File: src/verilog/emp_pins_regs.vh
// constants for the external memory pin block
// assumes a single 25 MHz system bus clock and plain-port control
`ifndef EMP_PINS_REGS_VH
`define EMP_PINS_REGS_VH

// ----------------------------------------------------------------
// sdram command codes on ctl_sdram_cmd_in
// ----------------------------------------------------------------
`define EMP_CMD_NOP 3'h0
`define EMP_CMD_ACTIVE 3'h1
`define EMP_CMD_READ 3'h2
`define EMP_CMD_WRITE 3'h3
`define EMP_CMD_PRECHARGE 3'h4
`define EMP_CMD_REFRESH 3'h5
`define EMP_CMD_LOAD_MODE 3'h6
`define EMP_CMD_BURST_STOP 3'h7

// ----------------------------------------------------------------
// per chip select mode, two bits each on sdram_cs_mode_in
// ----------------------------------------------------------------
`define EMP_CS_OFF 2'h0
`define EMP_CS_SDRAM 2'h1
`define EMP_CS_SYNC_MASK_ROM 2'h2
`define EMP_CS_NONE 2'h3

// ----------------------------------------------------------------
// straps that choose boot from sync mask rom
// ----------------------------------------------------------------
`define EMP_BOOT_DEV_SYNC_MASK_ROM 1'h1
`define EMP_BOOT_WIDTH_SYNC_MASK_ROM 2'h1

// ----------------------------------------------------------------
// reset values and timing
// ----------------------------------------------------------------
`define EMP_MASK_IDLE 4'hF
`define EMP_STROBE_IDLE 3'h7
`define EMP_SDRAM_CHIP_SELECT_N_IDLE 3'h7
`define EMP_RCS_IDLE 4'hF
`define EMP_RESET_SEQ_CYCLES 16

// ----------------------------------------------------------------
// bit positions in the shared card / gpio pin group
// ----------------------------------------------------------------
`define EMP_PIN_204 0
`define EMP_PIN_205 1
`define EMP_PIN_206 2
`define EMP_PIN_207 3

`endif
File: src/verilog/emp_pins.v
// external memory pin state and multiplexing for sdram and static bus
// assumes controller inputs on clk_in; pin inputs are synchronised here
//
// Contract
// - sdram data floats under reset pin with core power or without io supply good, else low in hardware reset, and floats in runtime reset and sleep.
// - sdram byte masks are active low, mask writes and enable reads, and sit high in every reset and sleep.
// - mask bit n covers sdram data byte lane n.
// - row, column and write strobes with the chip select carry the command and sit high in every reset and sleep.
// - each sdram chip select has its own clock at half bus rate for sdram and a quarter for mask rom.
// - memory clocks are low in hardware reset and sleep but keep running in runtime reset.
// - sdram chip selects are active low and high in resets and sleep; clock enable is high in resets and low in sleep.
// - the gpio six pin carries the mask rom clock enable only when the straps pick mask rom boot.
// - static byte enables are active low with enable n on data byte lane n.
// - a static chip select stays idle for a region set up as a card.
// - the active low wait input stretches an access only when enabled and never for lcd or card regions.
// - the card register space select is active low and gpio owns its pin out of any reset or sleep.
// - the two card enables are active low and gpio owns their pins out of any reset or sleep.
// - gpio owns the card write enable pin out of any reset or sleep until it is handed to the card logic.
`include "emp_pins_regs.vh"

module emp_pins #(
  parameter RESET_SEQ_CYCLES = `EMP_RESET_SEQ_CYCLES
) (
  // clock and reset
  input wire clk_in,
  input wire resetn_in,
  // power and reset pins
  input wire io_supply_good_in,
  input wire core_supply_in,
  input wire reset_input_n_in,
  input wire runtime_reset_in,
  input wire sleep_in,
  input wire boot_device_strap_in,
  input wire [1:0] boot_width_strap_in,
  // sdram controller side
  input wire [31:0] ctl_sdram_wdata_in,
  input wire ctl_sdram_wdata_oe_in,
  input wire [3:0] ctl_sdram_lane_en_in,
  input wire [2:0] ctl_sdram_cmd_in,
  input wire [1:0] ctl_sdram_cs_in,
  input wire ctl_sdram_cke_in,
  input wire ctl_sync_mask_rom_cke_in,
  input wire [5:0] sdram_cs_mode_in,
  output wire [31:0] sdram_rdata_out,
  // sdram pins
  input wire [31:0] sdram_data_bus_in,
  output wire [31:0] sdram_data_bus_out,
  output wire sdram_data_bus_oe_out,
  output wire [3:0] sdram_byte_mask_n_out,
  output wire row_strobe_n_out,
  output wire column_strobe_n_out,
  output wire sdram_write_strobe_n_out,
  output wire [2:0] memory_clock_out,
  output wire [2:0] sdram_chip_select_n_out,
  output wire sdram_clock_enable_out,
  // static controller side
  input wire [3:0] ctl_static_lane_en_in,
  input wire [3:0] ctl_static_cs_in,
  input wire [3:0] static_cs_card_in,
  input wire [3:0] static_cs_lcd_in,
  input wire static_wait_en_in,
  input wire [31:0] ctl_static_addr_in,
  output wire static_stall_out,
  // static pins
  input wire static_wait_n_in,
  output wire [31:0] static_address_bus_out,
  output wire [3:0] static_byte_enable_n_out,
  output wire [3:0] static_chip_select_out,
  // card controller side and gpio function
  input wire ctl_card_reg_n_in,
  input wire [1:0] ctl_card_enable_n_in,
  input wire ctl_card_write_n_in,
  input wire [3:0] card_func_sel_in,
  input wire [3:0] gpio_card_out_in,
  input wire [3:0] gpio_card_oe_in,
  input wire gpio_six_out_in,
  input wire gpio_six_oe_in,
  // shared pins
  output wire [3:0] card_pins_out,
  output wire [3:0] card_pins_oe_out,
  output wire gpio_pin_six_out,
  output wire gpio_pin_six_oe_out,
  // state
  output wire hw_reset_out,
  output wire sync_mask_rom_boot_out
);

  localparam [15:0] SEQ_LAST = RESET_SEQ_CYCLES - 1;

  // ----------------------------------------------------------------
  // command encoding, returns {row, column, write} active low
  // ----------------------------------------------------------------
  function [2:0] emp_strobes;
    input [2:0] cmd;
    begin
      case (cmd)
        `EMP_CMD_ACTIVE: emp_strobes = 3'h3;
        `EMP_CMD_READ: emp_strobes = 3'h5;
        `EMP_CMD_WRITE: emp_strobes = 3'h4;
        `EMP_CMD_PRECHARGE: emp_strobes = 3'h2;
        `EMP_CMD_REFRESH: emp_strobes = 3'h1;
        `EMP_CMD_LOAD_MODE: emp_strobes = 3'h0;
        `EMP_CMD_BURST_STOP: emp_strobes = 3'h6;
        default: emp_strobes = 3'h7;
      endcase
    end
  endfunction

  // ----------------------------------------------------------------
  // synchronisers
  // ----------------------------------------------------------------
  reg [5:0] pin_s1_q;
  reg [5:0] pin_s2_q;
  reg wait_s1_q;
  reg wait_s2_q;
  reg [31:0] rd_s1_q;
  reg [31:0] rd_s2_q;

  always @(posedge clk_in or negedge resetn_in) begin
    if (!resetn_in) begin
      pin_s1_q <= 6'h00;
      pin_s2_q <= 6'h00;
      wait_s1_q <= 1'h1;
      wait_s2_q <= 1'h1;
      rd_s1_q <= 32'h00000000;
      rd_s2_q <= 32'h00000000;
    end else begin
      pin_s1_q <= {reset_input_n_in, core_supply_in, io_supply_good_in,
                   boot_device_strap_in, boot_width_strap_in};
      pin_s2_q <= pin_s1_q;
      wait_s1_q <= static_wait_n_in;
      wait_s2_q <= wait_s1_q;
      rd_s1_q <= sdram_data_bus_in;
      rd_s2_q <= rd_s1_q;
    end
  end

  wire rst_pin_n = pin_s2_q[5];
  wire core_on = pin_s2_q[4];
  wire io_good = pin_s2_q[3];
  wire strap_dev = pin_s2_q[2];
  wire [1:0] strap_width = pin_s2_q[1:0];

  // ----------------------------------------------------------------
  // hardware reset sequence and strap capture
  // ----------------------------------------------------------------
  reg [15:0] seq_cnt_q;
  reg seq_done_q;
  reg sync_mask_rom_boot_q;

  always @(posedge clk_in or negedge resetn_in) begin
    if (!resetn_in) begin
      seq_cnt_q <= 16'h0000;
      seq_done_q <= 1'h0;
      sync_mask_rom_boot_q <= 1'h0;
    end else if (!rst_pin_n) begin
      seq_cnt_q <= 16'h0000;
      seq_done_q <= 1'h0;
    end else if (!seq_done_q) begin
      if (seq_cnt_q == SEQ_LAST) begin
        seq_done_q <= 1'h1;
        sync_mask_rom_boot_q <= (strap_dev == `EMP_BOOT_DEV_SYNC_MASK_ROM) &&
                        (strap_width == `EMP_BOOT_WIDTH_SYNC_MASK_ROM);
      end else begin
        seq_cnt_q <= seq_cnt_q + 16'h0001;
      end
    end
  end

  wire hr = ~seq_done_q;
  wire rr = runtime_reset_in & ~hr;
  wire slp = sleep_in & ~hr & ~rr;
  wire quiet = hr | rr | slp;

  // ----------------------------------------------------------------
  // sdram pins
  // ----------------------------------------------------------------
  reg [1:0] div_q;
  reg [31:0] sdd_q;
  reg sdd_oe_q;
  reg [3:0] mask_n_q;
  reg [2:0] strobe_n_q;
  reg [2:0] sdram_chip_select_n_n_q;
  reg [2:0] mclk_q;
  reg cke_q;
  wire [1:0] div_d = div_q + 2'h1;
  reg [2:0] mclk_d;
  integer i;
  integer j;

  always @* begin
    mclk_d = 3'h0;
    for (i = 0; i < 3; i = i + 1) begin
      if (sdram_cs_mode_in[2*i +: 2] == `EMP_CS_SDRAM) begin
        mclk_d[i] = div_d[0];
      end else if (sdram_cs_mode_in[2*i +: 2] == `EMP_CS_SYNC_MASK_ROM) begin
        mclk_d[i] = div_d[1];
      end
    end
  end

  always @(posedge clk_in or negedge resetn_in) begin
    if (!resetn_in) begin
      div_q <= 2'h0;
      sdd_q <= 32'h00000000;
      sdd_oe_q <= 1'h0;
      mask_n_q <= `EMP_MASK_IDLE;
      strobe_n_q <= `EMP_STROBE_IDLE;
      sdram_chip_select_n_n_q <= `EMP_SDRAM_CHIP_SELECT_N_IDLE;
      mclk_q <= 3'h0;
      cke_q <= 1'h1;
    end else begin
      div_q <= div_d;
      // clocks stop in hw reset and sleep only
      mclk_q <= (hr | slp) ? 3'h0 : mclk_d;
      if (hr) begin
        sdd_q <= 32'h00000000;
        sdd_oe_q <= !(!rst_pin_n && core_on) && (io_good || rst_pin_n);
      end else if (rr | slp) begin
        sdd_oe_q <= 1'h0;
      end else begin
        sdd_q <= ctl_sdram_wdata_in;
        sdd_oe_q <= ctl_sdram_wdata_oe_in;
      end
      // clock enable high in resets, low in sleep
      cke_q <= slp ? 1'h0 : ((hr | rr) ? 1'h1 : ctl_sdram_cke_in);
      if (quiet) begin
        mask_n_q <= `EMP_MASK_IDLE;
        strobe_n_q <= `EMP_STROBE_IDLE;
        sdram_chip_select_n_n_q <= `EMP_SDRAM_CHIP_SELECT_N_IDLE;
      end else begin
        // mask bit n on byte lane n
        mask_n_q <= ~ctl_sdram_lane_en_in;
        strobe_n_q <= emp_strobes(ctl_sdram_cmd_in);
        sdram_chip_select_n_n_q <= (ctl_sdram_cs_in == 2'h3) ? `EMP_SDRAM_CHIP_SELECT_N_IDLE :
                    ~(3'h1 << ctl_sdram_cs_in);
      end
    end
  end

  // ----------------------------------------------------------------
  // static bus pins
  // ----------------------------------------------------------------
  reg [31:0] rad_q;
  reg [3:0] static_byte_enable_n_n_q;
  reg [3:0] rcs_q;

  always @(posedge clk_in or negedge resetn_in) begin
    if (!resetn_in) begin
      rad_q <= 32'h00000000;
      static_byte_enable_n_n_q <= `EMP_MASK_IDLE;
      rcs_q <= `EMP_RCS_IDLE;
    end else if (hr) begin
      rad_q <= 32'h00000000;
      static_byte_enable_n_n_q <= `EMP_MASK_IDLE;
      rcs_q <= `EMP_RCS_IDLE;
    end else if (rr | slp) begin
      static_byte_enable_n_n_q <= `EMP_MASK_IDLE;
      rcs_q <= `EMP_RCS_IDLE;
    end else begin
      rad_q <= ctl_static_addr_in;
      static_byte_enable_n_n_q <= ~ctl_static_lane_en_in;
      rcs_q <= ~(ctl_static_cs_in & ~static_cs_card_in);
    end
  end

  // wait only for enabled plain regions
  assign static_stall_out = ~quiet & static_wait_en_in & ~wait_s2_q &
    (|(ctl_static_cs_in & ~(static_cs_lcd_in | static_cs_card_in)));

  // ----------------------------------------------------------------
  // shared gpio pins
  // ----------------------------------------------------------------
  reg [3:0] card_func_q;
  reg [3:0] card_pin_q;
  reg [3:0] card_oe_q;
  reg g6_q;
  reg g6_oe_q;
  wire [3:0] card_val = {ctl_card_write_n_in, ctl_card_enable_n_in,
                         ctl_card_reg_n_in};

  always @(posedge clk_in or negedge resetn_in) begin
    if (!resetn_in) begin
      card_func_q <= 4'h0;
      card_pin_q <= 4'h0;
      card_oe_q <= 4'h0;
      g6_q <= 1'h0;
      g6_oe_q <= 1'h0;
    end else begin
      // gpio owns register select out of reset
      // gpio owns card enables out of reset
      // gpio owns write enable until handed over
      card_func_q <= quiet ? 4'h0 : card_func_sel_in;
      for (j = 0; j < 4; j = j + 1) begin
        card_pin_q[j] <= card_func_q[j] ? card_val[j] : gpio_card_out_in[j];
        card_oe_q[j] <= card_func_q[j] | gpio_card_oe_in[j];
      end
      // mask rom enable owns pin on rom boot
      g6_q <= sync_mask_rom_boot_q ? ctl_sync_mask_rom_cke_in : gpio_six_out_in;
      g6_oe_q <= sync_mask_rom_boot_q | gpio_six_oe_in;
    end
  end

  // ----------------------------------------------------------------
  // outputs
  // ----------------------------------------------------------------
  assign sdram_rdata_out = rd_s2_q;
  assign sdram_data_bus_out = sdd_q;
  assign sdram_data_bus_oe_out = sdd_oe_q;
  assign sdram_byte_mask_n_out = mask_n_q;
  assign row_strobe_n_out = strobe_n_q[2];
  assign column_strobe_n_out = strobe_n_q[1];
  assign sdram_write_strobe_n_out = strobe_n_q[0];
  assign memory_clock_out = mclk_q;
  assign sdram_chip_select_n_out = sdram_chip_select_n_n_q;
  assign sdram_clock_enable_out = cke_q;
  assign static_address_bus_out = rad_q;
  assign static_byte_enable_n_out = static_byte_enable_n_n_q;
  assign static_chip_select_out = rcs_q;
  assign card_pins_out = card_pin_q;
  assign card_pins_oe_out = card_oe_q;
  assign gpio_pin_six_out = g6_q;
  assign gpio_pin_six_oe_out = g6_oe_q;
  assign hw_reset_out = hr;
  assign sync_mask_rom_boot_out = sync_mask_rom_boot_q;

endmodule // emp_pins

File: config.mk
export PLATFORM = sky130hd
export DESIGN_NAME = emp_pins
export DESIGN_NICKNAME = d
export VERILOG_FILES = /design/src/verilog/emp_pins.v
export VERILOG_INCLUDE_DIRS = /design/src /design/src/verilog
export SDC_FILE = /design/constraint.sdc
export NUM_CORES = 1
export LEC_CHECK = 0
export BUFFER_PORTS_ARGS = -buffer_cell sky130_fd_sc_hd__buf_2
export CORE_MARGIN = 2
export CORE_UTILIZATION = 30
export CTS_BUF_LIST = sky130_fd_sc_hd__clkbuf_8
export DETAILED_ROUTE_END_ITERATION = 8
export SETUP_SLACK_MARGIN = 0.2
export SLEW_MARGIN = 20
export SYNTH_ARGS = -nofsm -noshare
export SYNTH_HDL_FRONTEND = slang
export SYNTH_SLANG_ARGS = --single-unit
File: constraint.sdc
create_clock -name clk_in -period 2.2 [get_ports clk_in]
set_clock_uncertainty 0.2 [all_clocks]
set_input_delay 0.33 -clock clk_in [delete_from_list [all_inputs] [get_ports clk_in]]
set_output_delay 0.33 -clock clk_in [all_outputs]
set_load 0.01 [all_outputs]
# After elaboration in Yosys (flattened, before gate mapping)

Index checks and enable logic that the tools add are counted.

Add/subtract/negate cells: 2
Equality and inequality tests: 19
Shift-type cells: 1
Mux-type cells: 36
Bitwise operators: 28
Reductions and logical operators: 9

Operators with widths:

| kind                  | number |
|---|---|
| $mux 32               | 4 |
| $mux 16               | 3 |
| $mux 4                | 6 |
| $pmux 3 s7            | 1 |
| $not 4->4             | 5 |
| $mux 1                | 18 |
| $add 16x1->16 const B | 1 |
| $eq 16x4->1 const B   | 1 |
| $eq 3x3->1 const B    | 4 |
| $mux 3                | 4 |
| $or 1x1->1            | 9 |
| $and 4x4->4           | 2 |
| $eq 2x1->1 const B    | 4 |
| $eq 2x2->1 const B    | 4 |
| $and 1x1->1           | 6 |
| $eq 3x2->1 const B    | 2 |
| $ne 2x2->1 const B    | 3 |
| $not 1->1             | 4 |
| $or 4x4->4            | 1 |
| $reduce_or 4->1       | 1 |
| $eq 3x1->1 const B    | 1 |
| $logic_and 1x1->1     | 3 |
| $not 3->3             | 1 |
| $reduce_and 3->1      | 1 |
| other kinds (5)       | 6 |

Flip-flop bits (word level): 199
Input bits: 160
Output and inout port bits: 132
Word-level logic and storage cells: 120

# Depth between registers and ports, before layout

Gate-level depths: netlist of the first run.

Depth after elaboration: 8
Depth in mapped cells: 7

# Worst setup path before layout of the first run

No wires, ideal clock.

Kind: register -> output
From: register seq_done_q
To: output port static_stall_out
Arrival time: 1,566 ps
Required time: 1,670 ps
Slack: 104 ps
Cell stages (with the launch flop): 6
Cells stage by stage: dfrtp_1 buf_2 inv_2 nor3_2 buf_2 nor4bb_1

Elaborated cells between the ends (all ways): 11
Classes of those cells: bitwise (11)

RTL lines:

| what                      | RTL line       | source |
|---|---|---|
| start, declared           | emp_pins.v:148 | `reg seq_done_q;` |
| start signal, assigned    | emp_pins.v:154 | `seq_done_q <= 1'h0;` |
| start signal, assigned    | emp_pins.v:158 | `seq_done_q <= 1'h0;` |
| start signal, assigned    | emp_pins.v:161 | `seq_done_q <= 1'h1;` |
| $not 1->1 (no line)       | n/a            |  |
| named net hw_reset_out    | emp_pins.v:84  | `output wire hw_reset_out,` |
| $or 1x1->1 (2 in series)  | emp_pins.v:173 | `wire quiet = hr \| rr \| slp;` |
| $not 1->1                 | emp_pins.v:268 | `assign static_stall_out = ~quiet & static_wait_en_in & ~wait_s2_q &` |
| $and 1x1->1 (3 in series) | emp_pins.v:268 |  |
| end, declared             | emp_pins.v:63  | `output wire static_stall_out,` |

The timed path passes the listed nets, and every way through them passes these cells.

# Final worst setup path of the first run

From: register seq_done_q
To: register seq_cnt_q[12]

Cells in the longest elaborated chain, start to end: 2

RTL lines:

| what                       | RTL line       | source |
|---|---|---|
| $ne 2x2->1 (no line)       | n/a            |  |
| $reduce_and 2->1 (no line) | n/a            |  |
| end signal, assigned       | emp_pins.v:165 | `seq_cnt_q <= seq_cnt_q + 16'h0001;` |
| end, declared              | emp_pins.v:147 | `reg [15:0] seq_cnt_q;` |

No other way between the ends.
A chain may end at the register's enable or synchronous reset.

==> impl_results.md, run 1 <==
* Die Y at 151.5 um
* Max-Cap Viols at 0
* 1st-iter DRT viols at 219
* Share of the synthesized area in the top cell type at 68.23%
* CTS root buf: clkbuf_8
* Startpoint Class: register
* Bufs on Longest Clock Path at 2
* Syn Nets at 587
* Vias in the first global route at 5495
* Wire length per cell at 15.46 um
* Routability congestion estimate at 0.7758
* Pwr dens at 635.3 nW/um^2
* Syn Inst Count at 426
* Initial Util at 30.77%
* Number of enable flip-flop cells after synthesis at 0
* Asr flop ratio synth at 100.0%
* Relative slew slack at 58.51%
* First-pass GRT wire length at 27860 um
* Reg2reg setup slack at 0.1 ns
* Detail Placement HPWL at 11560 um
* Core ar. at 21220 sq um
* Die X at 151.5 um
* Routed WL at 18290 um
* Clock transition at the registers of the reported paths at 0.11 ns
* Hold Crit Class: register to register
* Sink Count at 199
* Largest net degree at the start of global routing at 61
* Std cell rows at 53
* GRT Total Usage at 15.81%
* RR Endpoint: seq_cnt_q[12]
* CP Class: register to register
* TNS Setup at 0 ns
* Leading area contributor after synthesis: dfrtp_1
* Synthesized area per cell at 15.33 sq um
* IO Port Bufs at 291
* Peak supply drop at 0.4974 mV
* Most frequent cell after synthesis: dfrtp_1
* Synth area leaders: dfrtp_1, a22o_1, dfstp_2
* Initial antenna violation count at 1
* Seq/Total Area, Yosys at 76.68%
* Worst Path Max Fanout at 10
* Fin. Hold Viols at 0
* Primary FF master, synth: dfrtp_1
* GRT overflow at 0
* Final setup violation count at 0
* Vias at 5278
* Crit. Startpoint: seq_done_q
* Total number of H-tree levels at 4
* Max Fclk at 475.2 MHz
* Share of layout cells above drive strength 1 at 43.66%
* Fin nets at 1055
* Top cells by count, synth: dfrtp_1, a22o_1, dfstp_2, nand2_1, nor2_1
* DRC violations left at 0
* Crit share post-route at 95.64%
* Final Max Tran Viols at 0
* Status: finished, final reports clean
* RSZ-0062 raised after global routing: true
* Worst Path Arrival at 2.28 ns
* Cts bufs inserted at 17
* Leakage power at 5.181 nW
* P&R area growth vs syn at 61.11%
* Distinct cells, synth at 41
* Worst setup endpoint: seq_cnt_q[12]
* Final hold slack at 0.1557 ns
* Worst-skew pair later-pin latency at 0.45 ns
* Detail Route Antenna Nets at 0
* Routed vias/inst at 4.462
* Final Util at 49.57%
* WP data required at 2.37 ns
* CTS tree: done
* #FFs+latches synth at 199
* RR Startpoint: seq_done_q
* Non-Filler Instances at 1183
* Drt pass-1 iters at 4
* Total power at 6.682 mW
* Post-layout min period at 2.104 ns
* Warnings from Yosys at 0
* Number of cells on the worst reg-to-reg path at 6
* Crit end category: register
* DIE AREA at 22960 sq um
* Inst Count DP at 983
* Ports at 292
* Worst-margin pin slew at 0.6167 ns
* Mapped cell area at 6529 sq um
-- how the worst min path moves through the flow --
stage,to,slack (ns),startpoint,cells past startpoint
floorplan,card_func_q[0],-0.17,resetn_in,0
global placement,pin_s2_q[0],0.13,resetn_in,1
detailed placement,pin_s2_q[0],0.13,resetn_in,1
CTS,memory_clock_out[2],0.11,runtime_reset_in,3
global route,memory_clock_out[1],0.16,runtime_reset_in,3
finish,sdram_rdata_out[28],0.16,rd_s1_q[28],0
-- logic make-up after synthesis --
family	after synthesis	synth area share, %
xor+xnor	9	1.207
mux	8	1.341
buf+inv	30	1.801
flops	199	76.68
simple gates	92	8.240
fa+ha+maj	1	0.1916
compound gates	87	10.54
-- layout make-up --
class / count / area, sq um
Clock buffer: 18 / 247.7
Sequential cell: 199 / 5011
Tap cell: 275 / 344.1
Inverter: 12 / 47.55
Timing Repair Buffer: 467 / 3244
Multi-Input combinational cell: 197 / 1469
Antenna cell: 1 / 2.502
Fill cell: 1846 / 10700
Clock inverter: 14 / 152.6
-- power by group --
| group | internal, mW | switching, mW | total (mW) |
|---|---|---|---|
| clock | 0.896 | 1.44 | 2.33 |
| combinational | 0.344 | 0.231 | 0.575 |
| sequential | 3.75 | 0.0285 | 3.77 |
| total | 4.99 | 1.70 | 6.68 |
-- routing by layer --
metal | global-route usage [%] | part of all wire [%] | vias to the layer above
li1 | - | - | 2439
met1 | 18.62 | 39 | 2606
met2 | 27.33 | 52 | 210
met3 | 5.120 | 7.0 | 23
met4 | 5.324 | 1.9 | 0
met5 | 0 | 0 | -
-- layout by cell type (no fill, tap or decap), types with 6 or more instances in the layout --
| cell | synthesis | layout |
|---|---|---|
| buf_2 | 4 | 290 |
| dfrtp_1 | 178 | 174 |
| dlygate4sd3_1 | 0 | 155 |
| a22o_1 | 64 | 64 |
| nand2_1 | 21 | 21 |
| dfstp_2 | 21 | 21 |
| clkbuf_8 | 0 | 19 |
| nor2_1 | 16 | 15 |
| buf_4 | 0 | 14 |
| inv_1 | 11 | 11 |
| o21ai_0 | 9 | 9 |
| xnor2_1 | 8 | 8 |
| nand3b_1 | 6 | 6 |
| nor3_1 | 6 | 6 |
| mux2_2 | 6 | 6 |
| nor3b_1 | 6 | 6 |
| a21oi_1 | 8 | 6 |
-- sequential cells by signal, summed over array words and instances (netlist names), 6 cells and up --
signal,cells
seq_cnt_q,16
pin_s1_q,6
rd_s1_q,32
pin_s2_q,6
static_address_bus_out,32
sdram_data_bus_out,32
sdram_rdata_out,32
-- worst max-delay path, cell delays in order, from the launching register on --
cell and delay (ns):
dfrtp_2 0.44, buf_4 0.14, buf_6 0.13, nand4b_4 0.18, or4_4 0.45, or3_4 0.34
a21oi_2 0.14
-- stage by stage --
step	setup slack, ns	cell area [sq um]
after floorplan	0.2266	6544
after global placement	0.2067	8424
after detailed placement	0.1463	8424
after CTS	0.1355	10440
after global routing	0.04338	10520
final	0.09584	10520
-- what timing repair did --
item,in CTS,in global routing
endpoints found under the hold margin,199,0
resized for setup,5,11
setup endpoints to repair,57,13
setup buffers,6,6
cloned,0,0
hold buffers,155,0
pin swaps,4,0
Note: power is estimated with default switching activity, not from simulation.
==> inputs of run 2 (changes only) <==
--- a/config.mk
+++ b/config.mk
@@ -11,6 +11,8 @@
 export CORE_UTILIZATION = 30
 export CTS_BUF_LIST = sky130_fd_sc_hd__clkbuf_8
 export DETAILED_ROUTE_END_ITERATION = 8
+export GPL_TIMING_DRIVEN = 0
+export MAX_ROUTING_LAYER = met4
 export SETUP_SLACK_MARGIN = 0.2
 export SLEW_MARGIN = 20
 export SYNTH_ARGS = -nofsm -noshare
==> impl_results.md, run 2 (same netlist as run 1, synthesis figures left out) <==
* Ports at 292
* Non-Filler Instances at 1194
* Vias at 5302
* Die Y at 151.5 um
* CTS tree: done
* Wire length per cell at 16.01 um
* Final Max Tran Viols at 0
* Post-layout min period at 2.177 ns
* Core ar. at 21220 sq um
* Std cell rows at 53
* Worst-margin pin slew at 0.5337 ns
* Clock transition at the registers of the reported paths at 0.10 ns
* Crit path largest cell delay at 0.38 ns
* CTS root buf: clkbuf_8
* Largest net degree at the start of global routing at 102
* Max-Cap Viols at 0
* Max Fclk at 459.4 MHz
* IO Port Bufs at 291
* 1st-iter DRT viols at 174
* Most frequent CP cell: buf_6
* Fin. Hold Viols at 0
* GRT Total Usage at 16.99%
* Crit end category: primary output
* Cts bufs inserted at 17
* Worst Path Arrival at 1.65 ns
* RSZ-0062 raised after global routing: true
* Final hold slack at 0.05326 ns
* Inst Count DP at 994
* Total number of H-tree levels at 4
* Crit share post-route at 98.94%
* GRT overflow at 0
* Slowest cell on the critical path: dfrtp_1
* First-pass GRT wire length at 28680 um
* Most common cell after layout, fill and taps aside: buf_2
* Crit-path cells: buf_6 > inv_8 > nor3_4 > buf_6 > nor4bb_4 > buf_2
* Total power at 6.639 mW
* Detail Route Antenna Nets at 0
* FF+latch area at 5012 sq um
* Die X at 151.5 um
* Routed WL at 19120 um
* Drt pass-1 iters at 4
* Relative slew slack at 64.09%
* Sink Count at 199
* Routability congestion estimate at 0.8101
* Leakage power at 5.221 nW
* Most frequent cells in the layout: buf_2, dfrtp_1, dlygate4sd3_1, a22o_1
* DIE AREA at 22960 sq um
* DRC violations left at 0
* Initial antenna violation count at 0
* P&R area growth vs syn at 61.56%
* WP data required at 1.67 ns
* Peak supply drop at 0.3592 mV
* Bufs on Longest Clock Path at 2
* Final setup violation count at 0
* Vias in the first global route at 5552
* Hold Crit Class: input port to async pin
* Worst-skew pair later-pin latency at 0.46 ns
* Pwr dens at 629.4 nW/um^2
* Fillcell total at 1784
* Status: finished, final reports clean
* TNS Setup at 0 ns
* Worst Path Max Fanout at 2
* Routed vias/inst at 4.441
* Startpoint Class: register
* Detail Placement HPWL at 11930 um
* Footprint of the multi-input gates at 1486 sq um
* CP Class: register to primary output
* Share of layout cells above drive strength 1 at 43.57%
* Initial Util at 30.77%
* Fin nets at 1066
[run 2: cell types whose count changed in the layout (fill, tap and decap cells not counted), sizes merged]
cell,delta
clkbuf,+10
clkinv,+2
dlygate4sd3,-1
clkinvlp,-1
buf,+1
[run 2: layer usage]
metal	global-route usage [%]	part of all wire (%)	vias up
met1	19.40	40	2589
li1	-	-	2463
met3	4.192	6.1	30
met2	29.14	51	220
met4	6.250	2.2	0
met5	-	0	-
[run 2: where the power goes]
part           internal [mW]  switching [mW]  leakage (nW)
logic                  0.350           0.234          2.53
registers               3.75          0.0292          2.49
clock network          0.857            1.42         0.199
[run 2: path summary, 6_finish.rpt]
kind / startpoint / endpoint / slack [ns] / depth (start not counted)
setup / recovery: seq_done_q / static_stall_out / 0.02 / 6
hold / removal: resetn_in / pin_s2_q[0] / 0.05 / 2
setup reg to reg: seq_done_q / seq_cnt_q[12] / 0.06 / 7
hold reg to reg: rd_s1_q[23] / sdram_rdata_out[23] / 0.14 / 0
max in group asynchronous: resetn_in / static_address_bus_out[7] / 1.07 / 3
min in group clk_in: runtime_reset_in / memory_clock_out[0] / 0.13 / 3
[run 2: final cells by class]
type / instances / area share (%)
inverters: 12 / 0.4982
clock buffers: 17 / 2.218
flip-flops and latches: 199 / 47.52
diodes: 1 / 0.02372
well taps: 275 / 3.262
plain buffers: 18 / 0.8897
multi-input cells: 197 / 14.09
clock inverters: 15 / 1.495
repair buffers: 460 / 30.00
[run 2: what timing repair did]
item,4_1_cts,5_1_grt
gates resized for setup,16,21
endpoints found under the setup margin,94,39
setup buffers,7,6
hold buffers,154,0
endpoints found under the hold margin,321,0
cloned,0,0
pin swaps,4,6
[run 2: through the flow]
step / setup slack [ns] / utilization [%] / instance area, sq um
after floorplan: 0.2266 / - / 6544
after global placement: -2.655 / 39.32 / 8344
after detailed placement: -0.6089 / 39.63 / 8409
after CTS: -0.04921 / 49.24 / 10450
after global routing: -0.1126 / 49.69 / 10550
final: 0.02330 / 49.71 / 10550
[run 2: critical path, delay by kind of cell (launching register included)]
kind | cells | cell delay [ns]
simple gates | 2 | 0.33
buf+inv | 4 | 0.48
flops | 1 | 0.38
==> inputs of run 3 (changes only) <==
--- a/config.mk
+++ b/config.mk
@@ -7,7 +7,7 @@
 export NUM_CORES = 1
 export LEC_CHECK = 0
 export BUFFER_PORTS_ARGS = -buffer_cell sky130_fd_sc_hd__buf_2
-export CORE_MARGIN = 2
+export CORE_MARGIN = 5
 export CORE_UTILIZATION = 30
 export CTS_BUF_LIST = sky130_fd_sc_hd__clkbuf_8
 export DETAILED_ROUTE_END_ITERATION = 8
==> impl_results.md, run 3 (same netlist as run 1, synthesis figures left out) <==
* Status: finished, violations left
* Failing checks: negative setup slack
* Clock transition at the registers of the reported paths at 0.11 ns
* Routed WL at 18800 um
* Routed vias/inst at 4.409
* Hold Crit Class: register to register
* Area post-placement at 8416 sq um
* Cts bufs inserted at 17
* Most Crowded Layer GR: met2
* Vias in the first global route at 5777
* Most common cell after layout, fill and taps aside: buf_2
* GRT overflow at 0
* Bufs on Longest Clock Path at 2
* Detail Route Antenna Nets at 0
* Final WS setup at -0.03486 ns
* 1st-iter DRT viols at 263
* Peak supply drop at 0.4051 mV
* Most frequent cells in the layout: buf_2, dfrtp_1, dlygate4sd3_1, a22o_1, dfstp_2
* Drt pass-1 iters at 4
* Initial antenna violation count at 2
* Wire length per cell at 15.71 um
* Post-layout min period at 2.235 ns
* GRT Total Usage at 15.46%
* DIE AREA at 24810 sq um
* Max-Cap Viols at 0
* Final hold slack at 0.1545 ns
* CP Class: register to register
* Final Instance Area at 10590 sq um
* Max Fclk at 447.5 MHz
* Die X at 157.5 um
* Sink Count at 199
* Hold path cells at 0
* Share of layout cells above drive strength 1 at 43.28%
* Worst Path Max Fanout at 4
* Met1 Use GR at 18.09%
* Fin. Hold Viols at 0
* DRC violations left at 0
* Largest net degree at the start of global routing at 102
* Final Max Tran Viols at 0
* Initial Util at 30.20%
* Startpoint Class: register
* Ports at 292
* WP data required at 2.39 ns
* Core ar. at 21620 sq um
* Worst-skew pair later-pin latency at 0.46 ns
* CTS root buf: clkbuf_8
* CTS tree: done
* Global Route met2 Usage at 26.30%
* Die Y at 157.5 um
* Met3 Usage GRT at 3.574%
* Crit end category: register
* Number of cells on the worst reg-to-reg path at 8
* Total number of H-tree levels at 4
* Routability congestion estimate at 0.7833
* Final setup violation count at 2
* Std cell rows at 54
* First-pass GRT wire length at 29240 um
* RSZ-0062 raised after global routing: true
* Crit share post-route at 101.6%
* Leakage power at 5.216 nW
* Pwr dens at 639.7 nW/um^2
* Fin nets at 1063
* IO Port Bufs at 291
* Detail Placement HPWL at 12130 um
* Relative slew slack at 56.59%
* Vias at 5278
* P&R area growth vs syn at 62.13%
* Worst-margin pin slew at 0.6452 ns
* Worst Path Arrival at 2.42 ns
==> run 3: final cells by class <==
class,count,area (sq um)
Fill cell,1922,11040
Clock inverter,15,203.9
Tap cell,280,350.3
Sequential cell,199,5011
Antenna cell,2,5.005
Multi-Input combinational cell,197,1478
Timing Repair Buffer,457,3156
Inverter,12,52.55
Clock buffer,17,234.0
Buffer,18,95.09
==> run 3: layer usage <==
layer / routed length (um) / up-vias
li1: - / 2451
met1: 7361 / 2579
met2: 9696 / 225
met3: 1362 / 23
met4: 381 / 0
met5: 0 / -
==> run 3: repair_timing <==
item | 4_1_cts | 5_1_grt
hold buffers | 154 | 0
setup buffers | 10 | 0
hold endpoints to repair | 318 | 0
pin swaps | 4 | 3
endpoints found under the setup margin | 94 | 14
resized for setup | 19 | 17
==> run 3: through the flow <==
step	TNS, ns	util, %	setup WS (ns)	power, mW	instances
2_1_floorplan	0	-	0.2266	3.903	426
3_3_place_gp	-513.56	38.62	-2.655	4.168	997
3_5_place_dp	-13.89	38.92	-0.4736	4.193	999
4_1_cts	-0.07347	48.75	-0.04559	6.899	1195
5_1_grt	-0.2542	48.96	-0.1033	7.114	1197
6_report	-0.04970	48.96	-0.03486	6.771	1197
==> run 3: worst max-delay path: stages, from the launching register on <==
cell and delay (ns):
dfrtp_1 0.40, buf_6 0.13, buf_4 0.12, buf_6 0.10, buf_6 0.10, nand4b_4 0.16
or4_4 0.45, or3_4 0.38, a21oi_2 0.11
==> run 3: final timing paths <==
path / startpoint / endpoint / slack, ns
min: rd_s1_q[18] / sdram_rdata_out[18] / 0.15
max in group asynchronous: resetn_in / sdram_data_bus_out[6] / 1.11
min in group asynchronous: resetn_in / sdram_rdata_out[29] / 0.27
max reg2reg: seq_done_q / seq_cnt_q[12] / -0.03
max: seq_done_q / seq_cnt_q[12] / -0.03
min reg2reg: rd_s1_q[18] / sdram_rdata_out[18] / 0.15
==> run 3: where the power goes <==
part	total, mW	internal (mW)	switching, mW
clock network	2.43	0.906	1.52
logic	0.567	0.344	0.223
registers	3.78	3.75	0.0290
total	6.77	5.00	1.78
